[config.mk]
export PLATFORM = sky130hd
export DESIGN_NAME = mbtcp_decoder
export DESIGN_NICKNAME = d
export VERILOG_FILES = /design/src/rtl/mbtcp_pkg.sv /design/src/rtl/frame_parse.sv /design/src/rtl/mbtcp_decoder.sv
export VERILOG_INCLUDE_DIRS = /design/src /design/src/rtl
export SDC_FILE = /design/constraint.sdc
export NUM_CORES = 1
export LEC_CHECK = 0
export BUFFER_PORTS_ARGS = -buffer_cell sky130_fd_sc_hd__clkbuf_2
export CAP_MARGIN = 10
export CORE_MARGIN = 1.5
export CORE_UTILIZATION = 30
export CTS_CLUSTER_SIZE = 8
export DETAILED_ROUTE_END_ITERATION = 12
export PLACE_DENSITY = 0.47
export SLEW_MARGIN = 20
export SYNTH_ARGS = -nofsm -noshare
export SYNTH_HDL_FRONTEND = slang
export SYNTH_SLANG_ARGS = --single-unit
[constraint.sdc]
create_clock -name i_sys_clk -period 4.6 [get_ports i_sys_clk]
set_clock_uncertainty 0.1 [all_clocks]
set_input_delay 0.23 -clock i_sys_clk [delete_from_list [all_inputs] [get_ports i_sys_clk]]
set_output_delay 0.23 -clock i_sys_clk [all_outputs]
set_load 0.01 [all_outputs]
[src/rtl/mbtcp_regs.svh]
// Frame positions, function codes and limits of the request decoder
`ifndef MBTCP_REGS_SVH
`define MBTCP_REGS_SVH
// Byte positions within a received frame
`define POS_TID_HI   17'd0
`define POS_TID_LO   17'd1
`define POS_PID_HI   17'd2
`define POS_PID_LO   17'd3
`define POS_LEN_HI   17'd4
`define POS_LEN_LO   17'd5
`define POS_UNIT     17'd6
`define POS_FUNC     17'd7
`define POS_ADDR_HI  17'd8
`define POS_ADDR_LO  17'd9
`define POS_QTY_HI   17'd10
`define POS_QTY_LO   17'd11
`define POS_BCNT     17'd12
`define POS_VAL_FST  17'd13
// Position of the last header byte before the length count
`define LEN_BIAS     17'd5
// Supported function codes
`define FC_RD_RELAY  8'h01
`define FC_RD_DIN    8'h02
`define FC_RD_REGS   8'h03
`define FC_WR_RELAY  8'h05
`define FC_WR_REGS   8'h10
// Relay control values
`define RELAY_ON     16'hff00
`define RELAY_OFF    16'h0000
// Limits
`define UNIT_MAX     8'hf7
`define RELAY_COUNT  8
`define DIN_COUNT    28
// Reply positions and fixed reply length
`define TX_DATA_FST  17'd9
`define TX_ECHO_LEN  16'h0006
`endif

[src/rtl/mbtcp_pkg.sv]
// Types shared by the request decoder modules
package mbtcp_pkg;
   // Fields captured from one request frame
   typedef struct packed {
      logic [15:0] tid;
      logic [15:0] pid;
      logic [15:0] len;
      logic [7:0]  unit;
      logic [7:0]  func;
      logic [15:0] addr;
      logic [15:0] qty;
      logic [7:0]  bcnt;
   } req_hdr_s;
   // Decoder phases
   typedef enum logic {ST_RECV, ST_REPLY} dec_state_e;
endpackage : mbtcp_pkg

[src/rtl/frame_parse.sv]
// Request byte counter and header field capture
`timescale 1ns/10ps
`include "mbtcp_regs.svh"
module frame_parse
   import mbtcp_pkg::*;
(
   input  wire logic        i_sys_clk,
   input  wire logic        i_rstn,
   input  wire logic        i_rx_valid,
   input  wire logic [7:0]  i_rx_data,
   input  wire logic        i_hold,
   output logic             o_rx_ready,
   output logic             o_take,
   output req_hdr_s         o_hdr,
   output logic [16:0]      o_pos,
   output logic             o_done
);
   logic        last;     // Byte now taken closes the frame
   logic [16:0] end_pos;  // Position of the closing byte

   // Back-pressure while a reply is out
   assign o_rx_ready = !i_hold;
   assign o_take     = i_rx_valid && o_rx_ready;
   // [RQ3] Length finds end
   assign end_pos = {1'b0, o_hdr.len} + `LEN_BIAS;
   // A length below one still ends after the unit byte
   assign last = (o_pos >= `POS_UNIT) && (o_pos >= end_pos);

   // Position counter restarts after each frame
   always_ff @(posedge i_sys_clk or negedge i_rstn) begin
      if (!i_rstn) begin
         o_pos <= 17'd0;
      end else if (o_take) begin
         o_pos <= last ? 17'd0 : o_pos + 17'd1;
      end
   end

   // Frame-complete pulse, fields are settled by then
   always_ff @(posedge i_sys_clk or negedge i_rstn) begin
      if (!i_rstn) begin
         o_done <= 1'b0;
      end else begin
         o_done <= o_take && last;
      end
   end

   // [RQ1] Header field capture
   // [RQ13] High byte first
   always_ff @(posedge i_sys_clk or negedge i_rstn) begin
      if (!i_rstn) begin
         o_hdr <= '0;
      end else if (o_take) begin
         case (o_pos)
            `POS_TID_HI:  o_hdr.tid[15:8]  <= i_rx_data;
            `POS_TID_LO:  o_hdr.tid[7:0]   <= i_rx_data;
            `POS_PID_HI:  o_hdr.pid[15:8]  <= i_rx_data;
            `POS_PID_LO:  o_hdr.pid[7:0]   <= i_rx_data;
            `POS_LEN_HI:  o_hdr.len[15:8]  <= i_rx_data;
            `POS_LEN_LO:  o_hdr.len[7:0]   <= i_rx_data;
            `POS_UNIT:    o_hdr.unit       <= i_rx_data;
            `POS_FUNC:    o_hdr.func       <= i_rx_data;
            `POS_ADDR_HI: o_hdr.addr[15:8] <= i_rx_data;
            `POS_ADDR_LO: o_hdr.addr[7:0]  <= i_rx_data;
            `POS_QTY_HI:  o_hdr.qty[15:8]  <= i_rx_data;
            `POS_QTY_LO:  o_hdr.qty[7:0]   <= i_rx_data;
            `POS_BCNT:    o_hdr.bcnt       <= i_rx_data;
            default:      o_hdr            <= o_hdr;
         endcase
      end
   end
endmodule : frame_parse

[src/rtl/mbtcp_decoder.sv]
// Modbus-TCP request decoder with reply former
// Behaviour
// [RQ1] Seven-byte header, function, then data
// [RQ2] Transaction id kept and echoed
// [RQ3] Length field marks end, set in replies
// [RQ4] Unit id valid from 0 to 247
// [RQ5] Function code selects the action
// [RQ6] Code 01 returns relay states
// [RQ7] Code 02 returns digital input states
// [RQ8] Code 03 returns register contents
// [RQ9] Code 05 drives one relay
// [RQ10] Code 16 writes consecutive registers
// [RQ11] Read request carries start and count
// [RQ12] Write carries start, count, bytes, data
// [RQ13] Two-byte fields sent high byte first
// [RQ14] Eight relays from address zero, 1=on
// [RQ15] One reply per request
// [RQ16] Only FF00 or 0000 change relay
// [RQ17] Relay control reply echoes request
// [RQ18] Bad protocol or code is dropped
`timescale 1ns/10ps
`include "mbtcp_regs.svh"
module mbtcp_decoder
   import mbtcp_pkg::*;
(
   input  wire logic                    i_sys_clk,
   input  wire logic                    i_rstn,
   input  wire logic                    i_rx_valid,
   input  wire logic [7:0]              i_rx_data,
   output logic                         o_rx_ready,
   output logic                         o_tx_valid,
   output logic [7:0]                   o_tx_data,
   output logic                         o_tx_last,
   input  wire logic                    i_tx_ready,
   input  wire logic [`DIN_COUNT-1:0]   i_digital_input,
   output logic [`RELAY_COUNT-1:0]      o_relay,
   output logic [15:0]                  o_reg_rd_addr,
   input  wire logic [15:0]             i_reg_rd_data,
   output logic                         o_reg_wr_en,
   output logic [15:0]                  o_reg_wr_addr,
   output logic [15:0]                  o_reg_wr_data
);
   req_hdr_s    hdr;        // Captured request fields
   logic [16:0] pos;        // Position of the byte on the rx port
   logic        take;       // Rx byte accepted
   logic        done;       // Request complete pulse
   dec_state_e  state;      // Receive or reply phase
   logic        accept;     // Request passes the checks
   logic [15:0] rep_len;    // Length field of the reply
   logic [15:0] next_len;   // Reply length worked out at done
   logic [16:0] idx;        // Next reply byte to load
   logic [16:0] total;      // Reply bytes in all
   logic [7:0]  next_byte;  // Reply byte at idx
   logic [16:0] dofs;       // Offset into the reply data
   logic [16:0] rdofs;      // Register offset for code 03
   logic [7:0]  wr_hi;      // High half of a pending write
   logic [16:0] wofs;       // Register offset for code 16
   logic        tx_go;      // Output slot free
   logic        fc_ok;      // Function code supported
   logic        hold;       // Rx port stalled

   // Extract eight status bits from a vector at a bit start
   // Bits past the vector read as zero; bits past the count are not masked
   function automatic logic [7:0] bit_byte(input logic [31:0] v,
                                           input logic [16:0] s);
      logic [7:0] b;
      b = 8'h00;
      for (int j = 0; j < 8; j++) begin
         if (s + 17'(j) < 17'd32) begin
            b[j] = v[5'(s + 17'(j))];
         end
      end
      return b;
   endfunction : bit_byte

   // [RQ2] Keep reply fields
   // The rx port also stalls in the done cycle: a byte of the next frame
   // taken there would overwrite the transaction id before it is echoed.
   // The cost is one idle cycle after every frame, dropped ones included.
   assign hold = (state != ST_RECV) || done;

   // Byte counter and header capture
   frame_parse u_parse (
      .i_sys_clk  (i_sys_clk),
      .i_rstn     (i_rstn),
      .i_rx_valid (i_rx_valid),
      .i_rx_data  (i_rx_data),
      .i_hold     (hold),
      .o_rx_ready (o_rx_ready),
      .o_take     (take),
      .o_hdr      (hdr),
      .o_pos      (pos),
      .o_done     (done)
   );

   // [RQ5] Code selects action
   assign fc_ok = (hdr.func == `FC_RD_RELAY) ||
                  (hdr.func == `FC_RD_DIN)   ||
                  (hdr.func == `FC_RD_REGS)  ||
                  (hdr.func == `FC_WR_RELAY) ||
                  (hdr.func == `FC_WR_REGS);
   // [RQ18] Drop bad frames
   // [RQ4] Unit range check
   assign accept = (hdr.pid == 16'h0000) && fc_ok &&
                   (hdr.unit <= `UNIT_MAX);

   // Reply length per code; bits pack eight to a byte
   always_comb begin
      next_len = `TX_ECHO_LEN;
      case (hdr.func)
         `FC_RD_RELAY, `FC_RD_DIN:
            next_len = 16'd3 + {3'd0, 13'((hdr.qty + 16'd7) >> 3)};
         `FC_RD_REGS:
            next_len = 16'd3 + {hdr.qty[14:0], 1'b0};
         default:
            next_len = `TX_ECHO_LEN;
      endcase
   end

   // [RQ15] One reply per request
   always_ff @(posedge i_sys_clk or negedge i_rstn) begin
      if (!i_rstn) begin
         state   <= ST_RECV;
         rep_len <= 16'h0000;
      end else begin
         case (state)
            ST_RECV: begin
               if (done && accept) begin
                  state   <= ST_REPLY;
                  rep_len <= next_len;
               end
            end
            ST_REPLY: begin
               if (o_tx_valid && o_tx_last && i_tx_ready) begin
                  state <= ST_RECV;
               end
            end
            default: state <= ST_RECV;
         endcase
      end
   end

   // [RQ9] Single relay drive
   // [RQ14] Eight relays, bit per relay
   // [RQ16] Only two legal values
   always_ff @(posedge i_sys_clk or negedge i_rstn) begin
      if (!i_rstn) begin
         o_relay <= '0;
      end else if (state == ST_RECV && done && accept &&
                   hdr.func == `FC_WR_RELAY &&
                   hdr.addr < 16'(`RELAY_COUNT)) begin
         if (hdr.qty == `RELAY_ON) begin
            o_relay[hdr.addr[2:0]] <= 1'b1;
         end else if (hdr.qty == `RELAY_OFF) begin
            o_relay[hdr.addr[2:0]] <= 1'b0;
         end
      end
   end

   // [RQ10] Stream register writes
   // [RQ12] Start, count, bytes, data
   // Writes land as pairs arrive, so a frame cut short keeps them
   assign wofs = (pos - `POS_VAL_FST) >> 1;
   always_ff @(posedge i_sys_clk or negedge i_rstn) begin
      if (!i_rstn) begin
         wr_hi         <= 8'h00;
         o_reg_wr_en   <= 1'b0;
         o_reg_wr_addr <= 16'h0000;
         o_reg_wr_data <= 16'h0000;
      end else begin
         o_reg_wr_en <= 1'b0;
         if (take && hdr.func == `FC_WR_REGS && hdr.pid == 16'h0000 &&
             hdr.unit <= `UNIT_MAX && pos >= `POS_VAL_FST &&
             wofs < {1'b0, hdr.qty}) begin
            if (pos[0]) begin
               wr_hi <= i_rx_data;
            end else begin
               o_reg_wr_en   <= 1'b1;
               o_reg_wr_addr <= hdr.addr + wofs[15:0];
               o_reg_wr_data <= {wr_hi, i_rx_data};
            end
         end
      end
   end

   // Reply data offsets
   // Index 8 carries the byte count, so data starts at index 9
   assign dofs  = idx - `TX_DATA_FST;
   assign rdofs = dofs >> 1;
   // Read data must follow the address in the same cycle, no wait state
   // [RQ8] Register read port
   // [RQ11] Start then count
   assign o_reg_rd_addr = hdr.addr + rdofs[15:0];
   assign total = {1'b0, rep_len} + 17'd6;

   // [RQ2] Echo transaction id
   // [RQ3] Reply length field
   // [RQ17] Code 05 echo
   always_comb begin
      next_byte = 8'h00;
      case (idx)
         `POS_TID_HI: next_byte = hdr.tid[15:8];
         `POS_TID_LO: next_byte = hdr.tid[7:0];
         `POS_PID_HI: next_byte = 8'h00;
         `POS_PID_LO: next_byte = 8'h00;
         `POS_LEN_HI: next_byte = rep_len[15:8];
         `POS_LEN_LO: next_byte = rep_len[7:0];
         `POS_UNIT:   next_byte = hdr.unit;
         `POS_FUNC:   next_byte = hdr.func;
         default: begin
            if (hdr.func == `FC_WR_RELAY || hdr.func == `FC_WR_REGS) begin
               case (idx)
                  `POS_ADDR_HI: next_byte = hdr.addr[15:8];
                  `POS_ADDR_LO: next_byte = hdr.addr[7:0];
                  `POS_QTY_HI:  next_byte = hdr.qty[15:8];
                  default:      next_byte = hdr.qty[7:0];
               endcase
            end else if (idx == `POS_ADDR_HI) begin
               // Byte count of the data part
               next_byte = 8'(rep_len - 16'd3);
            end else if (hdr.func == `FC_RD_REGS) begin
               next_byte = dofs[0] ? i_reg_rd_data[7:0]
                                   : i_reg_rd_data[15:8];
            end else if (hdr.func == `FC_RD_RELAY) begin
               // [RQ6] Relay status bits
               next_byte = bit_byte({24'h0, o_relay},
                                    {1'b0, hdr.addr} + (dofs << 3));
            end else begin
               // [RQ7] Digital input bits
               next_byte = bit_byte({4'h0, i_digital_input},
                                    {1'b0, hdr.addr} + (dofs << 3));
            end
         end
      endcase
   end

   // Output register loads the next reply byte whenever the slot is free and reply bytes remain
   // A byte waits in the register until the sink takes it
   assign tx_go = !o_tx_valid || i_tx_ready;
   always_ff @(posedge i_sys_clk or negedge i_rstn) begin
      if (!i_rstn) begin
         idx        <= 17'd0;
         o_tx_valid <= 1'b0;
         o_tx_data  <= 8'h00;
         o_tx_last  <= 1'b0;
      end else if (state == ST_REPLY && tx_go && idx < total) begin
         // [RQ13] High byte first
         o_tx_valid <= 1'b1;
         o_tx_data  <= next_byte;
         o_tx_last  <= (idx + 17'd1 == total);
         idx        <= idx + 17'd1;
      end else if (tx_go) begin
         o_tx_valid <= 1'b0;
         o_tx_last  <= 1'b0;
         if (state != ST_REPLY) begin
            idx <= 17'd0;
         end
      end
   end

   // A rejected frame never opens a reply
   a_drop_frame: assert property ( // [RQ18]
      @(posedge i_sys_clk) disable iff (!i_rstn)
      done && !accept |=> state == ST_RECV && !o_tx_valid)
      else $error("Rejected frame started a reply");

   // A legal on value sets the addressed relay
   a_relay_on: assert property ( // [RQ9]
      @(posedge i_sys_clk) disable iff (!i_rstn)
      state == ST_RECV && done && accept && hdr.func == 8'h05 &&
      hdr.addr < 16'd8 && hdr.qty == 16'hff00
      |=> o_relay[$past(hdr.addr[2:0])])
      else $error("Relay not switched on");

   // Any other value leaves every relay alone
   a_relay_bad: assert property ( // [RQ16]
      @(posedge i_sys_clk) disable iff (!i_rstn)
      done && hdr.qty != 16'hff00 && hdr.qty != 16'h0000
      |=> $stable(o_relay))
      else $error("Illegal value changed a relay");

   // Replies open with the high byte of the kept id
   a_tid_first: assert property ( // [RQ2]
      @(posedge i_sys_clk) disable iff (!i_rstn)
      $rose(o_tx_valid) && state == ST_REPLY
      |-> o_tx_data == hdr.tid[15:8] && !o_tx_last)
      else $error("Reply does not open with transaction id");

   // Relay control and write replies carry a length field of six
   a_echo_len: assert property ( // [RQ17]
      @(posedge i_sys_clk) disable iff (!i_rstn)
      done && accept && (hdr.func == 8'h05 || hdr.func == 8'h10)
      |=> rep_len == 16'h0006)
      else $error("Echo reply length wrong");

   // Register read replies (code 03) count two bytes per register
   a_read_len: assert property ( // [RQ3]
      @(posedge i_sys_clk) disable iff (!i_rstn)
      state == ST_RECV && done && accept && hdr.func == 8'h03
      |=> rep_len == 16'd3 + {$past(hdr.qty[14:0]), 1'b0})
      else $error("Register read reply length wrong");

   // Only code 16 frames reach the write port
   a_wr_only16: assert property ( // [RQ10]
      @(posedge i_sys_clk) disable iff (!i_rstn)
      o_reg_wr_en |-> hdr.func == 8'h10 && hdr.pid == 16'h0000)
      else $error("Register write outside code 16");

   // Request fields hold still while the reply goes out
   a_rx_stalled: assert property ( // [RQ15]
      @(posedge i_sys_clk) disable iff (!i_rstn)
      state == ST_REPLY |-> !o_rx_ready && $stable(hdr))
      else $error("Request taken while replying");

   // The reply ends at its last byte
   a_one_reply: assert property ( // [RQ15]
      @(posedge i_sys_clk) disable iff (!i_rstn)
      o_tx_valid && o_tx_last && i_tx_ready
      |=> state == ST_RECV ##1 !o_tx_valid)
      else $error("Reply ran past its last byte");
endmodule : mbtcp_decoder

==> results of run 1 <==
## per-layer routing
| layer | share of wire | track usage |
|---|---|---|
| met3 | 0.051 | 0.0288 |
| met1 | 0.46 | 0.286 |
| met5 | 0 | 0 |
| met2 | 0.46 | 0.338 |
| met4 | 0.025 | 0.0515 |
## critical path, delay by kind of cell, from the launching register on
family                   cells  cell delay, ns
flip-flops                   1            0.40
adder cells (fa/ha/maj)      3            0.99
buffers and inverters        3            0.40
XOR/XNOR                     1            0.15
AO/OA/AOI/OAI                9            1.58
## kinds of logic (layout without fill, tap and decap cells)
kind of cell,count (synthesis),in the layout,share of synthesized area
simple gates,647,647,0.176
compound gates,405,405,0.147
fa+ha+maj,123,123,0.0863
buf+inv,168,346,0.0385
mux,222,222,0.163
flops,207,207,0.287
xor+xnor,211,211,0.103
## state kept, by name, indices dropped and copies added, names as in the netlist, named ones only
name            flops
o_reg_wr_addr      16
idx                17
u_parse.o_pos      17
o_tx_last           1
o_reg_wr_data      16
state               1
o_tx_data           8
u_parse.o_done      1
o_tx_valid          1
o_reg_wr_en         1
u_parse.o_hdr      96
rep_len            16
wr_hi               8
## power by group
| group | internal [W] | switching, W |
|---|---|---|
| Combinational | 0.00429 | 0.00582 |
| Clock | 0.00118 | 0.000849 |
| Sequential | 0.00229 | 0.000704 |
| Total | 0.00776 | 0.00737 |
## layout by cell type (no fill, tap or decap), types with 31 or more instances in the layout
| master | count |
|---|---|
| a21oi_1 | 110 |
| buf_4 | 114 |
| clkbuf_2 | 121 |
| dfrtp_1 | 203 |
| ha_1 | 118 |
| inv_1 | 65 |
| mux2_2 | 149 |
| mux4_2 | 42 |
| nand2_1 | 177 |
| nand3_1 | 77 |
| nand4_1 | 31 |
| nor2_1 | 148 |
| nor3_1 | 53 |
| o21ai_0 | 79 |
| xnor2_1 | 127 |
| xor2_1 | 82 |
## per-stage QoR
| stage | hold slack [ns] | setup WS [ns] |
|---|---|---|
| after global routing | 0.155 | -0.0193 |
| after floorplan | -0.166 | 0.0363 |
| after CTS | 0.116 | 0.0144 |
| after global placement | 0.149 | 0.0986 |
| final | 0.110 | 0.154 |
| after detailed placement | 0.153 | 0.0376 |
## how the worst min path moves through the flow
stage	startpoint	to	slack [ns]	cells after the start
after detailed placement	i_rstn	o_reg_wr_addr[12]$_DFFE_PN0P_	0.15	1
after global routing	i_rstn	o_reg_wr_data[5]$_DFFE_PN0P_	0.15	2
after global placement	i_rstn	o_reg_wr_addr[12]$_DFFE_PN0P_	0.15	1
after CTS	i_rstn	o_reg_wr_addr[12]$_DFFE_PN0P_	0.12	2
after floorplan	i_rstn	async pin	-0.17	0
final	i_rstn	o_reg_wr_data[6]$_DFFE_PN0P_	0.11	2
## area by class of cell
| type | count | area [um2] | area share |
|---|---|---|---|
| Inverter | 65 | 244 | 0.0116 |
| Sequential cell | 207 | 5180 | 0.246 |
| Timing Repair Buffer | 244 | 1590 | 0.0754 |
| Multi-Input combinational cell | 1608 | 12300 | 0.582 |
| Clock buffer | 35 | 790 | 0.0374 |
| Tap cell | 773 | 967 | 0.0458 |
| Clock inverter | 2 | 35.0 | 0.00166 |
## repair_timing
| action | in CTS | in global routing |
|---|---|---|
| resized for setup | 6 | 16 |
| cloned | 0 | 0 |
| setup endpoints to repair | 1 | 47 |
| pin swaps | 1 | 4 |
| hold endpoints to repair | 79 | 0 |
| setup buffers | 0 | 5 |
| hold buffers | 3 | 0 |
==> out/metrics.yaml, run 1 <==
floorplan:
  ioPinCount: 124
  start_util: 0.305
  core_um2: 59200
  fp.dieW_um: 248
  core.rowCount: 89
  die_h_um: 248
  die-area_um2: 61700
worst_setup_path:
  crit_type: "reg -> out"
  arrival_ns: 4.12
  slowest_stage: "fa_1"
  crit_end: "o_reg_rd_addr[14]"
  path_cells: "inv_1 > ha_1 > inv_1 > ha_2 > fa_1 > a21o_1 > a21oi_2 > o21bai_1 > a21oi_2 > o21ai_1 > a211oi_2 > o21ai_2 > a31o_2 > a21oi_2 > xnor2_1 > buf_2"
  cp-end-kind: "output pin"
  rr_startpoint: "u_parse.o_pos[7]$_DFFE_PN0P_"
  worstPathRequired_ns: 4.27
  crit_path_max_fanout: 5
  r2r_end: "o_reg_wr_data[6]$_DFFE_PN0P_"
  path_common_cell: "a21oi_2"
  reg2reg_slack_ns: 0.27
  crit_path_start_kind: "flop"
  critPathMaxStageDelay_ns: 0.41
  startpoint: "idx[0]$_DFFE_PN0P_"
  r2r_cells: 14
worst_hold_path:
  hold_class: "in -> async"
timing:
  worst_pin_slew_ns: 0.988
  maxSlewHeadroom: 0.341
  fin_crit_ns: 4.45
  clock.fmax_ghz: 0.225
  fin_crit_sh: 0.967
  hold_viol: 0
  finalSetupTns_ns: 0
  drv_slew: 0
  setup_viol: 0
cts:
  cts-root-buf: "clkbuf_16"
  h-tree-depth: 1
  clock_tree.buffer_depth: 3
  insertion_delay_ns: 0.60
  cts_buffers: 30
  cts_tree: "yes"
  cts_sinks: 207
  cts.clk_slew.worst_paths_ns: 0.06
synth:
  ys.warnings.count: 0
  syn_nets: 2161
  synthArstFlopShare: 1.00
  synth.area.top_cells: "dfrtp_1 (29%), mux2_2 (9.3%), ha_1 (8.2%), xnor2_1 (6.2%), mux4_2 (5.2%)"
  synth_top_area_share: 0.287
  yosysSeqAreaShare: 0.287
  syn_area_um2: 18100
  synthCells: 1983
  ys.flop_type: "dfrtp_1"
  yosysTopAreaCell: "dfrtp_1"
  synth_seq_cells: 207
  synth-edff-count: 0
  synth_most_common_cell: "dfrtp_1"
  ys_types: 86
  synth_common_cells: "dfrtp_1 (207), nand2_1 (177), mux2_2 (149), nor2_1 (148), xnor2_1 (127)"
  syn_avg_cell_area_um2: 9.11
global_route:
  grt_usage: 0.207
  globalRouteOverflowTotal: 0
  grt_start_max_net_pins: 80
  grt_pass1_wl_mm: 99.8
  antenna_found_initial: 1
  grt_pass1_vias: 16158
placed_design:
  port_buffers: 123
  dp_hpwl_mm: 50.7
  dp.cells: 2889
  placed_cell_area_um2: 20100
  gp_congestion: 0.966
power_and_ir_drop:
  power.density_nw_per_um2: 717
  ir_worst_vdd_v: 0.000398
  p_total_w: 0.0151
  leakage_nw: 9.05
layout:
  fillerInstances: 6147
  num_antenna_cells: 0
  final_core_util: 0.356
  syn_to_final_growth_pct: 16.7
  finalNonFillerCells: 2934
  final_nets: 2334
  drive_gt1_frac: 0.242
  fin_area_um2: 21100
detailed_routing:
  wire_per_inst_um: 22.2
  dr.pass1.iters: 12
  drt_iter0_markers: 1243
  vias_per_cell: 5.52
  drc: 8
  wl_mm: 65.0
  vias: 16197
  drtAntennaViolNets: 0
run_status:
  failed_checks: "design-rule violations"
  status: "complete, but fails checks"
run:
  maxCapViolCount: 0
Power figures use the tool's default switching activity.
==> run 2: changes to the inputs <==
Settings changed: SETUP_SLACK_MARGIN set to 0.2.
==> run 2 against run 1 <==
Effect of this change:
- the flow still finishes with violations (design-rule violations)
- cell area rose by 2.2%
- critical path depth stayed put
- flip-flop and latch count unchanged
- core utilization increased by 0.78 points
==> out/metrics.yaml, run 2 (synthesis gave the netlist of run 1 again) <==
cts:
  cts.clk_slew.worst_paths_ns: 0.06  # about the same
  cts_buffers: 31  # +3.3%
  cts_sinks: 207  # unchanged
  h-tree-depth: 1  # unchanged
  cts_tree: "yes"
  clock_tree.buffer_depth: 3  # unchanged
  cts-root-buf: "clkbuf_16"
  insertion_delay_ns: 0.60  # about the same
timing:
  hold_viol: 0  # unchanged
  setup_viol: 0  # unchanged
  fin_crit_sh: 0.935  # -0.0311
  maxSlewHeadroom: 0.254  # -0.0873
  fin_crit_ns: 4.30  # -0.143 ns
  worst_pin_slew_ns: 1.12  # +0.128 ns
  clock.fmax_ghz: 0.232  # +3.3%
  drv_slew: 0  # unchanged
  finalSetupTns_ns: 0  # unchanged
  rsz0062_at_grt: "yes"
global_route:
  grt_pass1_wl_mm: 100  # +0.21%
  grt_start_max_net_pins: 88  # +10%
  grt_usage: 0.207  # +0.000650
  globalRouteOverflowTotal: 0  # unchanged
  grt_pass1_vias: 16060  # -0.61%
  antenna_found_initial: 1  # unchanged
worst_setup_path:
  arrival_ns: 3.97  # -0.15 ns
  crit_path_start_kind: "flop"
  cp-end-kind: "output pin"
  slowest_stage: "dfrtp_2"
  path_cells: "inv_2 > ha_2 > xor2_1 > buf_4 > ha_1 > a21o_1 > a21oi_1 > nor2b_1 > o21a_1 > nor3_2 > o31ai_1 > o211ai_1 > o2111ai_1 > a21oi_1 > xnor2_1 > clkbuf_2"
  crit_family: "compound AO/OA/AOI/OAI gates"
  crit_buf_inv: 3  # unchanged
  path_common_cell: "a21oi_1"
  critPathMaxStageDelay_ns: 0.44  # +0.03 ns
  crit_path_max_fanout: 5  # unchanged
  crit_type: "reg -> out"
  worstPathRequired_ns: 4.27  # about the same
detailed_routing:
  wl_mm: 65.7  # +1.1%
  drt_iter0_markers: 1118  # -10%
  drc: 9  # +1
  drtAntennaViolNets: 0  # unchanged
  vias: 16396  # +1.2%
  vias_per_cell: 5.54  # +0.31%
  wire_per_inst_um: 22.2  # +0.14%
  dr.pass1.iters: 11  # -1
floorplan:
  fp.dieW_um: 248  # unchanged
  ioPinCount: 124  # unchanged
  core_um2: 59200  # unchanged
  start_util: 0.305  # unchanged
  die_h_um: 248  # unchanged
  core.rowCount: 89  # unchanged
  die-area_um2: 61700  # unchanged
placed_design:
  port_buffers: 123  # unchanged
  dp_hpwl_mm: 50.1  # -1.1%
  gp_congestion: 0.921  # -4.7%
power_and_ir_drop:
  ir_worst_vdd_v: 0.000332  # -17%
  leakage_nw: 9.24  # +2.1%
  power.density_nw_per_um2: 717  # about the same
  p_total_w: 0.0155  # +2.2%
layout:
  layout_commonest_cell: "dfrtp_1"
  reg_top3: "u_parse.o_hdr x96, idx x17, u_parse.o_pos x17"
  largest_reg_flops: 96  # unchanged
  drive_gt1_frac: 0.266  # +0.0240
  regMostFlops: "u_parse.o_hdr"
  final_nets: 2355  # +0.90%
  syn_to_final_growth_pct: 19.3
  layout_common_cells: "dfrtp_1 (203), nand2_1 (177), mux2_2 (149)"
  num_antenna_cells: 0  # unchanged
run:
  maxCapViolCount: 0  # unchanged
worst_hold_path:
  hold_class: "in -> async"
run_status:
  failed_checks: "design-rule violations"
  status: "complete, but fails checks"
run 2: layout make-up:
class	instances	area [um2]
fillers	6112	37700
multi-input cells	1608	12500
flip-flops and latches	207	5180
repair buffers	264	1760
inverters	65	244
well taps	773	967
clock inverters	2	25.0
clock buffers	42	857
run 2: worst register-to-register path: cells and delay by family (launching register included):
family                     cells  cell delay, ns
muxes                          1            0.35
adders and majority gates      1            0.32
and+or+nand+nor                6            1.67
DFF                            1            0.45
AOI/OAI and AO/OA              3            0.52
buffers and inverters          2            0.38
xor gates and xnor gates       1            0.33
run 2: metal layers:
| layer | share of wire | track usage |
|---|---|---|
| met1 | 0.47 | 0.290 |
| met5 | 0 | 0 |
| met3 | 0.044 | 0.0217 |
| met2 | 0.46 | 0.341 |
| met4 | 0.026 | 0.0529 |
run 2: stage by stage:
step	worst slack [ns]	area (um2)	hold slack, ns	std cells	utilization
4_1_cts	0.0911	21100	0.138	2940	0.356
3_3_place_gp	0.0853	20100	0.177	2884	0.339
6_report	0.297	21600	0.135	2961	0.364
2_1_floorplan	0.208	18100	-0.166	1983	-
5_1_grt	0.104	21600	0.184	2961	0.364
3_5_place_dp	0.0712	20100	0.189	2884	0.339
run 2: final timing paths:
path                                              startpoint                            end  slack [ns]  cells past startpoint
worst min-delay path                                  i_rstn  o_reg_wr_data[12]$_DFFE_PN0P_        0.13                      2
worst max register to register  u_parse.o_pos[7]$_DFFE_PN0P_  o_reg_wr_addr[11]$_DFFE_PN0P_        0.36                     14
worst max-delay path                      idx[1]$_DFFE_PN0P_              o_reg_rd_addr[15]        0.30                     16
max in group asynchronous                             i_rstn             idx[1]$_DFFE_PN0P_        3.12                      3
worst min register to register          wr_hi[6]$_DFFE_PN0P_           wr_hi[6]$_DFFE_PN0P_        0.40                      1
min in group i_sys_clk                      i_reg_rd_data[0]       o_tx_data[0]$_DFFE_PN0P_        0.18                      6
run 2: timing repair:
item                                    CTS  global route
endpoints found under the setup margin   44            51
endpoints found under the hold margin    86             0
pin swaps                                 3            21
hold buffers                              3             0
cloned                                    0             2
buffers inserted                          9            19
gates resized for setup                   9            61
run 2: power by group:
part,internal [W],switching (W),total (W)
registers,0.00229,0.000664,0.00295
logic,0.00444,0.00593,0.0104
clock network,0.00127,0.000875,0.00214
